[src/rtl/clkdist_consts.vh]
// Constants for the digitizer clock distribution block
// Behaviour
// - Board oscillator domain runs at a fixed rate, independent of the reference.
// - Board oscillator clock times the register bus and local bus logic.
// - Reference domain times sampling, trigger and acquisition logic.
// - Clock source switch picks external or internal reference; internal is synchronous.
// - Six derived clocks: four sampling, one trigger, one front output.
// - Two modes: direct drive by the reference, or PLL lock to oscillator.
// - Feedback divider resets to 100, reference divider to 5.
// - Sampling clock is the PLL clock through the sampling dividers; direct mode passes the reference straight through.
// - Trigger logic clock runs at half the sampling clock rate.
// - Front output frequency and phase set by output divider and delay.
// - Front output stays off after reset until explicitly enabled.
// - All divider outputs realign on the sync pulse, automatically at reset.
`ifndef CLKDIST_CONSTS_VH
`define CLKDIST_CONSTS_VH

// ************************************************************
// Register byte offsets
// ************************************************************
`define OFS_CTRL 12'h000
`define OFS_REF_DIV 12'h004
`define OFS_FB_DIV 12'h008
`define OFS_SAMP_DIV 12'h00C
`define OFS_OUT_DIV 12'h010
`define OFS_OUT_DELAY 12'h014
`define OFS_STATUS 12'h018

// ************************************************************
// Field positions
// ************************************************************
`define CTRL_PLL_MODE 0
`define CTRL_OUT_EN 1
`define CTRL_SYNC 2
`define STAT_LOCKED 0
`define STAT_REF_PRESENT 1
`define STAT_REF_RUN 2
`define STAT_SRC_INTERNAL 3

// ************************************************************
// Reset values
// ************************************************************
`define RST_PLL_MODE 1'b1
`define RST_OUT_EN 1'b0
`define RST_REF_DIV 8'h05
`define RST_FB_DIV 8'h64
`define RST_SAMP_DIV 8'h04
`define RST_OUT_DIV 8'h04
`define RST_OUT_DELAY 8'h00

// ************************************************************
// Timing counts, in board clock cycles; the lock confirm count is in divided reference periods
// ************************************************************
`define INT_REF_PERIOD 8'h14
`define REF_LOSS_CYCLES 8'h40
`define LOCK_CONFIRM 3'h4

`endif

[src/rtl/digitizer_clock_distribution.v]
// Clock generator controller with APB registers for the digitizer board
`timescale 1ns/1ps
`default_nettype none
`include "clkdist_consts.vh"
module digitizer_clock_distribution (
  input wire pclk,
  input wire presetn,
  input wire psel,
  input wire penable,
  input wire pwrite,
  input wire [11:0] paddr,
  input wire [31:0] pwdata,
  input wire [3:0] pstrb,
  output reg [31:0] prdata,
  output reg pready,
  output reg pslverr,
  input wire ref_clk_in,
  input wire clock_source_switch,
  output reg [3:0] adc_sampling_clock,
  output reg trigger_logic_clock,
  output reg front_clock_out,
  output reg divider_sync_pulse,
  output reg ref_domain_reset_n,
  output reg pll_locked
);

  // ************************************************************
  // Helpers
  // ************************************************************
  // A zero divider would stall the counters, so it acts as one
  function [7:0] div_min1;
    input [7:0] v;
    begin
      div_min1 = (v == 8'h00) ? 8'h01 : v;
    end
  endfunction

  // Three-stage filter: level moves only when stages two and three agree
  function filt_next;
    input cur;
    input s2;
    input s3;
    begin
      filt_next = (s2 == s3) ? s2 : cur;
    end
  endfunction

  // ************************************************************
  // State
  // ************************************************************
  reg ref_s1;
  reg ref_s2;
  reg ref_s3;
  reg ref_lvl;
  reg sw_s1;
  reg sw_s2;
  reg sw_s3;
  reg src_internal;
  reg [7:0] int_cnt;
  reg pll_mode;
  reg out_en;
  reg [7:0] ref_div;
  reg [7:0] fb_div;
  reg [7:0] samp_div;
  reg [7:0] out_div;
  reg [7:0] out_delay;
  reg sw_sync;
  reg [7:0] pd_cnt;
  reg [15:0] vco_cnt;
  reg [2:0] good;
  reg [7:0] loss_cnt;
  reg ref_present;
  reg boot_done;
  reg ref_run_d;
  wire ext_edge;
  wire int_edge;
  wire ref_edge;
  wire [7:0] r_eff;
  wire [7:0] n_eff;
  wire [7:0] s_eff;
  wire [7:0] o_eff;
  wire [15:0] period;
  wire bus_access;
  wire wr_en;
  wire rd_hit;
  wire tick;
  wire [3:0] adc_div_out;
  wire trg_div_out;
  wire out_div_out;
  wire [8:0] trg_div;
  wire [8:0] adc_div;
  wire [8:0] front_div;
  wire next_ref_run;
  wire next_sync;

  assign r_eff = div_min1(ref_div);
  assign n_eff = div_min1(fb_div);
  assign s_eff = div_min1(samp_div);
  assign o_eff = div_min1(out_div);

  // ************************************************************
  // Input synchronisers
  // ************************************************************
  always @(posedge pclk or negedge presetn) begin
    if (!presetn) begin
      ref_s1 <= 1'b0;
      ref_s2 <= 1'b0;
      ref_s3 <= 1'b0;
      ref_lvl <= 1'b0;
      sw_s1 <= 1'b0;
      sw_s2 <= 1'b0;
      sw_s3 <= 1'b0;
      src_internal <= 1'b0;
    end else begin
      ref_s1 <= ref_clk_in;
      ref_s2 <= ref_s1;
      ref_s3 <= ref_s2;
      ref_lvl <= filt_next(ref_lvl, ref_s2, ref_s3);
      sw_s1 <= clock_source_switch;
      sw_s2 <= sw_s1;
      sw_s3 <= sw_s2;
      src_internal <= filt_next(src_internal, sw_s2, sw_s3);
    end
  end

  assign ext_edge = ref_s2 & ref_s3 & ~ref_lvl;

  // ************************************************************
  // Reference selection
  // ************************************************************
  // board clock is free running and never switched
  // internal reference is cut from the board clock
  always @(posedge pclk or negedge presetn) begin
    if (!presetn) begin
      int_cnt <= 8'h00;
    end else if (int_cnt >= `INT_REF_PERIOD - 8'h01) begin
      int_cnt <= 8'h00;
    end else begin
      int_cnt <= int_cnt + 8'h01;
    end
  end

  assign int_edge = (int_cnt == 8'h00);
  assign ref_edge = src_internal ? int_edge : ext_edge;

  // ************************************************************
  // Reference presence watchdog
  // ************************************************************
  always @(posedge pclk or negedge presetn) begin
    if (!presetn) begin
      loss_cnt <= 8'h00;
      ref_present <= 1'b0;
    end else if (ref_edge) begin
      loss_cnt <= 8'h00;
      ref_present <= 1'b1;
    end else if (loss_cnt < `REF_LOSS_CYCLES) begin
      loss_cnt <= loss_cnt + 8'h01;
    end else begin
      ref_present <= 1'b0;
    end
  end

  // ************************************************************
  // Phase detector and lock
  // ************************************************************
  // Each board clock cycle stands for one oscillator cycle; the
  // oscillator count over one divided reference period must equal
  // the feedback divider for several periods running.
  assign period = vco_cnt + 16'h0001;

  always @(posedge pclk or negedge presetn) begin
    if (!presetn) begin
      pd_cnt <= 8'h00;
      vco_cnt <= 16'h0000;
      good <= 3'h0;
      pll_locked <= 1'b0;
    end else if (!pll_mode || !ref_present) begin
      pd_cnt <= 8'h00;
      vco_cnt <= 16'h0000;
      good <= 3'h0;
      pll_locked <= 1'b0;
    end else if (ref_edge && (pd_cnt >= r_eff - 8'h01)) begin
      pd_cnt <= 8'h00;
      vco_cnt <= 16'h0000;
      // lock only when dividers fit the reference
      if (period == {8'h00, n_eff}) begin
        if (good < `LOCK_CONFIRM) begin
          good <= good + 3'h1;
        end else begin
          pll_locked <= 1'b1;
        end
      end else begin
        good <= 3'h0;
        pll_locked <= 1'b0;
      end
    end else begin
      if (ref_edge) begin
        pd_cnt <= pd_cnt + 8'h01;
      end
      if (vco_cnt != 16'hFFFF) begin
        vco_cnt <= vco_cnt + 16'h0001;
      end
    end
  end

  // ************************************************************
  // Reference domain reset and divider sync
  // ************************************************************
  // hold reference logic until lock in PLL mode, or until reference present in direct mode
  assign next_ref_run = pll_mode ? pll_locked : ref_present;
  // sync at reset release, on request, and on restart
  assign next_sync = ~boot_done | sw_sync | (next_ref_run & ~ref_run_d);

  always @(posedge pclk or negedge presetn) begin
    if (!presetn) begin
      boot_done <= 1'b0;
      ref_run_d <= 1'b0;
      ref_domain_reset_n <= 1'b0;
      divider_sync_pulse <= 1'b0;
    end else begin
      boot_done <= 1'b1;
      ref_run_d <= next_ref_run;
      ref_domain_reset_n <= next_ref_run;
      divider_sync_pulse <= next_sync;
    end
  end

  // ************************************************************
  // Derived clock dividers
  // ************************************************************
  // PLL ticks every cycle, direct drive ticks on reference edges
  assign tick = pll_mode ? 1'b1 : ref_edge;
  // sampling clock through the sampling divider
  assign adc_div = {1'b0, s_eff};
  // trigger clock at half the sampling rate
  assign trg_div = pll_mode ? {s_eff, 1'b0} : 9'h002;
  assign front_div = {1'b0, o_eff};

  genvar gi;
  generate
    for (gi = 0; gi < 4; gi = gi + 1) begin : g_adc
      clock_divider u_adc (
        .pclk(pclk),
        .presetn(presetn),
        .run(ref_domain_reset_n),
        .tick(tick),
        .sync(divider_sync_pulse),
        .div(adc_div),
        .delay(9'h000),
        .clk_out(adc_div_out[gi])
      );
    end
  endgenerate

  clock_divider u_trg (
    .pclk(pclk),
    .presetn(presetn),
    .run(ref_domain_reset_n),
    .tick(tick),
    .sync(divider_sync_pulse),
    .div(trg_div),
    .delay(9'h000),
    .clk_out(trg_div_out)
  );

  // front divider runs only once enabled
  clock_divider u_front (
    .pclk(pclk),
    .presetn(presetn),
    .run(ref_domain_reset_n & out_en),
    .tick(tick),
    .sync(divider_sync_pulse),
    .div(front_div),
    .delay({1'b0, out_delay}),
    .clk_out(out_div_out)
  );

  // ************************************************************
  // Clock outputs
  // ************************************************************
  always @(posedge pclk or negedge presetn) begin
    if (!presetn) begin
      adc_sampling_clock <= 4'h0;
      trigger_logic_clock <= 1'b0;
      front_clock_out <= 1'b0;
    end else begin
      // reference domain clocks stay low while held in reset
      if (!ref_domain_reset_n) begin
        adc_sampling_clock <= 4'h0;
      end else if (pll_mode) begin
        adc_sampling_clock <= adc_div_out;
      end else begin
        // reference drives the converters as it comes
        adc_sampling_clock <= {4{ref_lvl}};
      end
      trigger_logic_clock <= trg_div_out;
      // front output off unless enabled
      // Gated by the registered run level so it drops one board clock cycle after the domain reset
      front_clock_out <= out_en & ref_domain_reset_n & out_div_out;
    end
  end

  // ************************************************************
  // APB slave
  // ************************************************************
  // register bus on the board clock; no wait states
  assign bus_access = psel & penable & pready;
  assign wr_en = bus_access & pwrite & pstrb[0] & ~pslverr;
  assign rd_hit = (paddr == `OFS_CTRL) || (paddr == `OFS_REF_DIV) ||
    (paddr == `OFS_FB_DIV) || (paddr == `OFS_SAMP_DIV) ||
    (paddr == `OFS_OUT_DIV) || (paddr == `OFS_OUT_DELAY) ||
    (paddr == `OFS_STATUS);

  always @(posedge pclk or negedge presetn) begin
    if (!presetn) begin
      pready <= 1'b0;
      pslverr <= 1'b0;
      prdata <= 32'h00000000;
    end else if (psel && !penable) begin
      pready <= 1'b1;
      pslverr <= ~rd_hit;
      case (paddr)
        `OFS_CTRL: prdata <= {30'h00000000, out_en, pll_mode};
        `OFS_REF_DIV: prdata <= {24'h000000, ref_div};
        `OFS_FB_DIV: prdata <= {24'h000000, fb_div};
        `OFS_SAMP_DIV: prdata <= {24'h000000, samp_div};
        `OFS_OUT_DIV: prdata <= {24'h000000, out_div};
        `OFS_OUT_DELAY: prdata <= {24'h000000, out_delay};
        `OFS_STATUS: prdata <= {28'h0000000, src_internal, ref_domain_reset_n,
          ref_present, pll_locked};
        default: prdata <= 32'h00000000;
      endcase
    end else begin
      pready <= 1'b0;
      pslverr <= 1'b0;
      prdata <= 32'h00000000;
    end
  end

  // ************************************************************
  // Control registers
  // ************************************************************
  always @(posedge pclk or negedge presetn) begin
    if (!presetn) begin
      pll_mode <= `RST_PLL_MODE;
      out_en <= `RST_OUT_EN;
      // default dividers for the internal reference
      ref_div <= `RST_REF_DIV;
      fb_div <= `RST_FB_DIV;
      samp_div <= `RST_SAMP_DIV;
      out_div <= `RST_OUT_DIV;
      out_delay <= `RST_OUT_DELAY;
      sw_sync <= 1'b0;
    end else begin
      sw_sync <= 1'b0;
      if (wr_en) begin
        case (paddr)
          `OFS_CTRL: begin
            pll_mode <= pwdata[`CTRL_PLL_MODE];
            out_en <= pwdata[`CTRL_OUT_EN];
            sw_sync <= pwdata[`CTRL_SYNC];
          end
          `OFS_REF_DIV: ref_div <= pwdata[7:0];
          `OFS_FB_DIV: fb_div <= pwdata[7:0];
          `OFS_SAMP_DIV: samp_div <= pwdata[7:0];
          `OFS_OUT_DIV: out_div <= pwdata[7:0];
          `OFS_OUT_DELAY: out_delay <= pwdata[7:0];
          default: sw_sync <= 1'b0;
        endcase
      end
    end
  end

endmodule
`default_nettype wire

[src/rtl/clock_divider.v]
// Programmable clock divider with start delay and realignment
`timescale 1ns/1ps
`default_nettype none
module clock_divider (
  input wire pclk,
  input wire presetn,
  input wire run,
  input wire tick,
  input wire sync,
  input wire [8:0] div,
  input wire [8:0] delay,
  output reg clk_out
);
  reg [8:0] cnt;
  reg [8:0] dly;
  wire [8:0] half;
  wire [8:0] cnt_next;

  assign half = (div + 9'h001) >> 1;
  assign cnt_next = (cnt >= div - 9'h001) ? 9'h000 : cnt + 9'h001;

  // ************************************************************
  // Counter and output
  // ************************************************************
  always @(posedge pclk or negedge presetn) begin
    if (!presetn) begin
      cnt <= 9'h000;
      dly <= 9'h000;
      clk_out <= 1'b0;
    end else if (!run || sync) begin
      cnt <= 9'h000;
      dly <= delay;
      clk_out <= 1'b0;
    end else if (tick) begin
      if (dly != 9'h000) begin
        dly <= dly - 9'h001;
      end else if (div <= 9'h001) begin
        clk_out <= ~clk_out;
      end else begin
        cnt <= cnt_next;
        clk_out <= (cnt_next < half);
      end
    end
  end
endmodule
`default_nettype wire

[config.mk]
export PLATFORM = sky130hd
export DESIGN_NAME = digitizer_clock_distribution
export DESIGN_NICKNAME = d
export VERILOG_FILES = /design/src/rtl/digitizer_clock_distribution.v /design/src/rtl/clock_divider.v
export VERILOG_INCLUDE_DIRS = /design/src /design/src/rtl
export SDC_FILE = /design/constraint.sdc
export NUM_CORES = 1
export LEC_CHECK = 0
export BUFFER_PORTS_ARGS = -buffer_cell sky130_fd_sc_hd__buf_4
export CAP_MARGIN = 15
export CORE_ASPECT_RATIO = 0.7
export CORE_MARGIN = 8
export CORE_UTILIZATION = 50
export DETAILED_ROUTE_END_ITERATION = 8
export GPL_TIMING_DRIVEN = 0
export PLACE_DENSITY = 0.75
export SLEW_MARGIN = 5
export SYNTH_ARGS = -nofsm -noshare
export SYNTH_HDL_FRONTEND = slang
export SYNTH_SLANG_ARGS = --single-unit
[constraint.sdc]
create_clock -name pclk -period 6.23 [get_ports pclk]
set_clock_uncertainty 0.1 [all_clocks]
set_input_delay 0.623 -clock pclk [delete_from_list [all_inputs] [get_ports pclk]]
set_output_delay 0.623 -clock pclk [all_outputs]
set_load 0.005 [all_outputs]
Yosys cells after proc, flatten, opt, wreduce, memory -nomap -nowiden

Cells that the tools add are included.

Add/sub/neg operators: 24
$lt $le $gt $ge: 19
Equality and inequality tests: 22
Multiplexer cells: 107
Bitwise logic cells: 23
Reduce and logical (&&, ||, !) cells: 66

Operators with widths:

| kind                                                                             | number |
|---|---|
| 9-bit 2-to-1 mux                                                                 | 49 |
| 8-bit 2-to-1 mux                                                                 | 10 |
| 9-bit by 1-bit adder with 9-bit output, second input constant                    | 7 |
| 9-bit by 1-bit subtractor with 9-bit output, second input constant               | 7 |
| 8-bit one-hot mux with 7 select lines                                            | 1 |
| 9-bit >= comparator                                                              | 6 |
| 9-bit by 8-bit less-than comparator with 1-bit output                            | 6 |
| 9-bit nonzero test                                                               | 6 |
| 16-bit 2-to-1 mux                                                                | 3 |
| 8-bit zero test                                                                  | 5 |
| 2-bit AND reduction                                                              | 20 |
| 1-bit 2-to-1 mux                                                                 | 37 |
| 12-bit by 5-bit equality test with 1-bit output, second input constant           | 3 |
| 32-bit 2-to-1 mux                                                                | 1 |
| 8-bit by 1-bit adder with 8-bit output, second input constant                    | 3 |
| 12-bit by 4-bit equality test with 1-bit output, second input constant           | 2 |
| 2-bit nonzero test                                                               | 10 |
| 8-bit by 1-bit adder with 9-bit output, second input constant                    | 2 |
| 3-bit AND reduction                                                              | 6 |
| 8-bit by 1-bit subtractor with 9-bit output, second input constant               | 2 |
| 16-bit by 1-bit adder with 16-bit output, second input constant                  | 1 |
| 16-bit by 8-bit equality test with 1-bit output                                  | 1 |
| 8-bit by 1-bit less-or-equal comparator with 1-bit output, second input constant | 2 |
| 16-bit inequality test, second input constant                                    | 1 |
| other kinds (23)                                                                 | 70 |

Flip-flop bits (word level): 253
Bits of input ports: 55
Output and inout bits: 43
Word-level logic and storage cells: 311

Depth between registers and ports, before layout

Depth after elaboration: 11
Gate-level depth with buffers: 22
Gate-level depth less buffers: 20

Modules after synthesis

A second synthesis with hierarchy kept.

Cell total of the unflattened synthesis: 1840
Area, all modules: 16876.2 um^2

By module, submodules not included:

| module                             | instances | cells each | area each (um^2) | seq. area each (um^2) |
|---|---|---|---|---|
| clock_divider (g_adc[0].u_adc ...) | 5         | 217        | 1823.0           | 475.5 |
| digitizer_clock_distribution       | 1         | 548        | 6037.0           | 2887.8 |
| clock_divider (g_adc[3].u_adc)     | 1         | 207        | 1724.2           | 475.5 |

Least setup slack after synthesis

Ideal clock, no wire load.

Path type: register -> register
From: register samp_div[2]
To: register u_trg.clk_out
Library setup time: 83 ps
Arrival: 4675 ps
Required time: 6047 ps
Path slack: 1372 ps
Cell stages (with the launch flop): 23
Path buffers: 2
Period minus slack after synthesis: 4858 ps
Cell sequence: dfstp_2 > clkbuf_1 > nor3_1 > a31oi_1 > nand2_1 > inv_1 > ha_1 > nand4_1 > nor2_1 > o22a_1 > ha_1 > a21o_1 > a2111oi_0 > a21oi_1 > or2_2 > clkbuf_1 > nor2_1 > ha_1 > a211o_1 > a211o_1 > a41oi_1 > o221ai_1 > o21ai_0

Word-level cells in the longest chain between the ends: 11
Elaborated cells between the ends (all ways): 13
Classes of those cells: add/sub (2); order compare (3); mux (7); reduce/logical (1)

RTL lines:

| item                                                  | line                               | source |
|---|---|---|
| start, declared                                       | digitizer_clock_distribution.v:64  | `reg [7:0] samp_div;` |
| start signal, assigned                                | digitizer_clock_distribution.v:350 | `` samp_div <= `RST_SAMP_DIV; `` |
| start signal, assigned                                | digitizer_clock_distribution.v:365 | `` `OFS_SAMP_DIV: samp_div <= pwdata[7:0]; `` |
| 8-bit zero test                                       | digitizer_clock_distribution.v:34  | `div_min1 = (v == 8'h00) ? 8'h01 : v;` |
| 8-bit 2-to-1 mux (*)                                  | digitizer_clock_distribution.v:34  |  |
| 9-bit 2-to-1 mux (*)                                  | digitizer_clock_distribution.v:236 | `assign trg_div = pll_mode ? {s_eff, 1'b0} : 9'h002;` |
| 9-bit by 1-bit subtractor with 9-bit output           | clock_divider.v:20                 | `assign cnt_next = (cnt >= div - 9'h001) ? 9'h000 : cnt + 9'h001;` |
| 9-bit >= comparator                                   | clock_divider.v:20                 |  |
| 9-bit 2-to-1 mux                                      | clock_divider.v:20                 |  |
| 9-bit by 8-bit less-than comparator with 1-bit output | clock_divider.v:41                 | `clk_out <= (cnt_next < half);` |
| 1-bit 2-to-1 mux (*)                                  | clock_divider.v:37                 | `end else if (div <= 9'h001) begin` |
| 1-bit 2-to-1 mux (*)                                  | clock_divider.v:35                 | `if (dly != 9'h000) begin` |
| 1-bit 2-to-1 mux (*)                                  | clock_divider.v:34                 | `end else if (tick) begin` |
| 1-bit 2-to-1 mux (*)                                  | clock_divider.v:30                 | `end else if (!run \|\| sync) begin` |
| end signal, assigned                                  | clock_divider.v:38                 | `clk_out <= ~clk_out;` |
| end signal, assigned                                  | clock_divider.v:41                 |  |
| end, declared                                         | clock_divider.v:12                 | `output reg clk_out` |

Every way passes the cells marked *; elsewhere a longest branch is shown, timed or not. The select of a mux whose other input is x is not followed.
A chain may end at the register's enable or synchronous reset.

Worst setup path in the final report

From: register samp_div[7]
To: register g_adc[2].u_adc.clk_out

Word-level cells in the longest chain between the ends: 10
Elaborated cells between the ends (all ways): 12
Classes of those cells: add/sub (2); order compare (3); mux (6); reduce/logical (1)

RTL lines:

| item                                                  | line |
|---|---|
| 8-bit zero test                                       | digitizer_clock_distribution.v:34 |
| 8-bit 2-to-1 mux (*)                                  | digitizer_clock_distribution.v:34 |
| 8-bit by 1-bit subtractor with 9-bit output           | clock_divider.v:20 |
| 9-bit >= comparator                                   | clock_divider.v:20 |
| 9-bit 2-to-1 mux                                      | clock_divider.v:20 |
| 9-bit by 8-bit less-than comparator with 1-bit output | clock_divider.v:41 |
| 1-bit 2-to-1 mux (*)                                  | clock_divider.v:37 |
| 1-bit 2-to-1 mux (*)                                  | clock_divider.v:35 |
| 1-bit 2-to-1 mux (*)                                  | clock_divider.v:34 |
| 1-bit 2-to-1 mux (*)                                  | clock_divider.v:30 |
| end signal, assigned                                  | clock_divider.v:38 |
| end signal, assigned                                  | clock_divider.v:41 |
| end, declared                                         | clock_divider.v:12 |

Marks and branches as above.

==> impl_metrics.csv <==
group,metric,value,unit
setup_path,crit_fanout,8,
global_route,grt_pass1_vias,11322,
logic_synthesis,synth_area,14550,um2
logic_synthesis,synth_edf_count,0,
cts,path_clk_slew,60,ps
global_route,antenna_found_initial,0,
logic_synthesis,yosys_most_used_dff,"dfrtp_1",
logic_synthesis,async_reset_ff_share,100.0,%
logic_synthesis,synth_area_leaders,"dfrtp_1, ha_1, xnor2_1",
detailed_routing,avgRoutedWirePerCell,17.66,um
finish,final_core_util,56.96,%
pwr,p_seq_share,44.2,%
finish,syn_to_final_growth,12.59,%
global_route,grt_pass1_wl,59.13,mm
die,dieHeight,158.7,um
die,coreArea,28760,um2
finish,layout-drive-gt1-share,12.08,%
finish,fin_cells,2033,
detailed_routing,num_vias,11782,
pwr,p_switching,1044,uW
pwr,combPwrFrac,16.1,%
finish,finalNetCount,1819,
die,rows,52,
setup_path,reg2reg_to,"g_adc[2].u_adc.clk_out",
pwr,ir_worst_vdd,0.1259,mV
logic_synthesis,ys_seq_elements,229,
logic_synthesis,synth.distinct_cells,81,
pwr,power.total,3721,uW
cts,clockBufferDepth,3,
timing,fmax,169.1,MHz
min_path,min_from,"clock_source_switch",
cts,clkLatencyLatePin,540,ps
logic_synthesis,synth_area_per_cell,9.484,um2
timing,fin_ws,316.3,ps
timing,final-setup-viol-count,0,
setup_path,critPathArrivalTime,6270,ps
run_status,outcome,"completed",
global_route,grt.overflow.total,0,
die,die_w,219.9,um
detailed_routing,wirelength,35.90,mm
detailed_routing,vias_per_cell,5.795,
timing,rsz0062_at_grt,"false",
cts,clock-sinks,229,
cts,cts_buffers,25,
pwr,power_density,227.2,nW/um2
setup_path,worstSetupPathType,"flip-flop to flip-flop",
die,dieArea,34900,um2
detailed_routing,drt-pass1-iter-count,7,
global_route,grt_max_degree,96,
timing,fin_setup_tns,0,ps
setup_path,crit_path_end_kind,"flip-flop",
cts,cts_tree,"yes",
placed_design,placed_cells,1986,
min_path,hold_path_end,"sw_s1",
pwr,leakage,0.007372,uW
min_path,hold_path.class,"input port to flip-flop",
finish,nFillCells,2482,
placed_design,place_congestion,0.8954,
setup_path,worstRegToRegCells,21,
logic_synthesis,synth_top_area_cell,"dfrtp_1",
global_route,grt_use_total,20.29,%
run,maxCapViolations,0,
detailed_routing,drc,0,
logic_synthesis,netlist.area_leader.share,38.01,%
setup_path,timing.rr.start,"samp_div[7]",
logic_synthesis,ys_warn_count,0,
placed_design,post-place-ws,73.64,ps
detailed_routing,drt_iter0_markers,1139,
detailed_routing,postRouteAntennaNets,0,
timing,finalHoldViolations,0,
timing,relSlewSlack,19.62,%
timing,drv_slew,0,
pwr,p_int,2677,uW
setup_path,rrSetupSlack,320,ps
min_path,hold_depth,1,
setup_path,critPathLaunchType,"flip-flop",
timing,period_share,94.92,%
timing,fin_crit,5914,ps
pwr,swShare,28.05,%
placed_design,dp.final_hpwl,26.47,mm
logic_synthesis,syn-instance-count,1534,
finish,insertedDiodeCount,0,
die,pin_count,98,
cts,cts_max_level,1,
logic_synthesis,yosysSeqAreaShare,39.46,%
timing,worst_slew_pin_slew,1201,ps
die,initial_utilization,50.59,%
setup_path,cp.required,6590,ps
cts,root_buffer,"clkbuf_16",
placed_design,io_buffers,46,
pwr,pwr-share-clk,39.7,%
-- power groups by stage --
stage          logic, uW  clock network, uW  registers, uW
2_1_floorplan        405                  0           1650
3_3_place_gp         567                  0           1660
3_5_place_dp         590                  0           1670
4_1_cts              594               1510           1640
5_1_grt              665               1570           1650
6_report             598               1480           1640
-- cell type report --
class	instances	area (um2)	area share, %
plain buffers	75	406.6	2.483
clock buffers	40	721.9	4.408
clock inverters	6	87.58	0.5347
inverters	51	191.4	1.169
multi-input cells	1205	8341	50.92
flip-flops and latches	229	5741	35.05
well taps	378	473.0	2.887
repair buffers	49	417.9	2.551
-- flip-flops by register name (all words and copies together) (netlist names), 9 cells and up --
register / flops
g_adc.u_adc.cnt: 36
u_front.dly: 9
vco_cnt: 16
u_trg.dly: 9
u_front.cnt: 9
u_trg.cnt: 9
g_adc.u_adc.dly: 36
-- per-layer routing --
metal  share of wire, %  GRT usage (%)  vias to the layer above
met4                1.8          4.390                        0
met3                7.6          4.613                       58
met1                 47          29.72                     5691
met5                  0              0                        -
li1                   -              -                     5690
met2                 44          30.15                      343
-- critical path, cell delays in order, from the launching register on --
cell	delay [ps]
dfrtp_1	350
clkbuf_1	210
nor3_1	560
a31oi_4	310
ha_1	330
nand2_1	110
nor3_1	60
xnor2_1	570
ha_1	400
a211oi_1	240
nand3_1	100
a31oi_1	340
o21ai_1	260
a21oi_1	190
ha_1	280
a2111oi_0	450
o21ai_0	160
o21ai_0	110
o31ai_1	120
o21ai_0	280
a31oi_1	130
o22ai_1	160
-- cell families after synthesis --
family | Yosys count | synth area share, %
other | 2 | 0.05162
adder cells (fa/ha/maj) | 129 | 11.08
flip-flops | 229 | 39.46
AO/OA/AOI/OAI | 309 | 14.19
XOR/XNOR | 140 | 8.558
AND/OR/NAND/NOR | 547 | 18.56
buffers and inverters | 126 | 4.111
multiplexers | 52 | 3.991
-- cells in the final DEF (no fill, tap or decap), types with 6 or more instances in the layout --
cell type,synthesis,routed
dfrtp_1,221,221
nor2_1,153,153
ha_1,128,128
nand2_1,126,126
a21oi_1,85,85
xnor2_1,73,73
buf_4,24,69
nand3_1,66,66
xor2_1,66,66
o21ai_0,60,60
clkbuf_1,42,53
inv_1,51,51
mux2_2,48,48
nor3_1,40,39
conb_1,2,28
and3_1,25,25
clkbuf_16,0,25
a22o_1,22,22
nand2b_1,21,21
nor4_1,19,18
or3_1,18,18
o31ai_1,17,17
a21o_1,16,16
a31oi_1,16,15
nand4_1,14,14
a211oi_1,12,12
or4_1,8,8
o21a_1,8,8
nor2b_1,8,8
a222oi_1,8,8
dfstp_2,8,8
o21ai_1,7,7
and2_1,6,6
nor3b_1,6,6
-- worst max-delay path by stage --
stage | startpoint | to | slack (ps) | cells after the start
2_1_floorplan | samp_div[2] | u_trg.clk_out | 1370 | 22
3_3_place_gp | samp_div[2] | u_trg.clk_out | 260 | 22
3_5_place_dp | samp_div[2] | g_adc[2].u_adc.clk_out | 70 | 21
4_1_cts | samp_div[2] | g_adc[2].u_adc.clk_out | 30 | 21
5_1_grt | samp_div[7] | g_adc[2].u_adc.clk_out | 10 | 21
6_report | samp_div[7] | g_adc[2].u_adc.clk_out | 320 | 21
-- synth_stat cells, types with 7 or more instances --
library cell and count:
xor2_1 66, nand2_1 126, o31ai_1 17, or4_1 8
or3_1 18, dfrtp_1 221, nor3_1 40, inv_1 51
a31oi_1 16, mux2_2 48, a22o_1 22, xnor2_1 73
a211oi_1 12, ha_1 128, o21ai_0 60, a21oi_1 85
clkbuf_1 42, nor2_1 153, nor2b_1 8, o21ai_1 7
nand3_1 66, dfstp_2 8, nand2b_1 21, and3_1 25
o21a_1 8, nor4_1 19, buf_4 24, nand4_1 14
a222oi_1 8, a21o_1 16
-- per-stage QoR --
| stage | area [um2] | hold WS [ps] |
|---|---|---|
| after global routing | 16380 | 74.10 |
| after floorplan | 14650 | 227.4 |
| final | 16380 | 97.18 |
| after global placement | 15460 | 233.2 |
| after CTS | 16350 | 74.23 |
| after detailed placement | 15530 | 237.9 |
-- what timing repair did --
item,CTS,global route
hold endpoints to repair,55,0
hold buffers,1,0
setup endpoints to repair,0,3
buffers inserted,0,0
gates resized for setup,0,3
(Power assumes the default switching activity.)
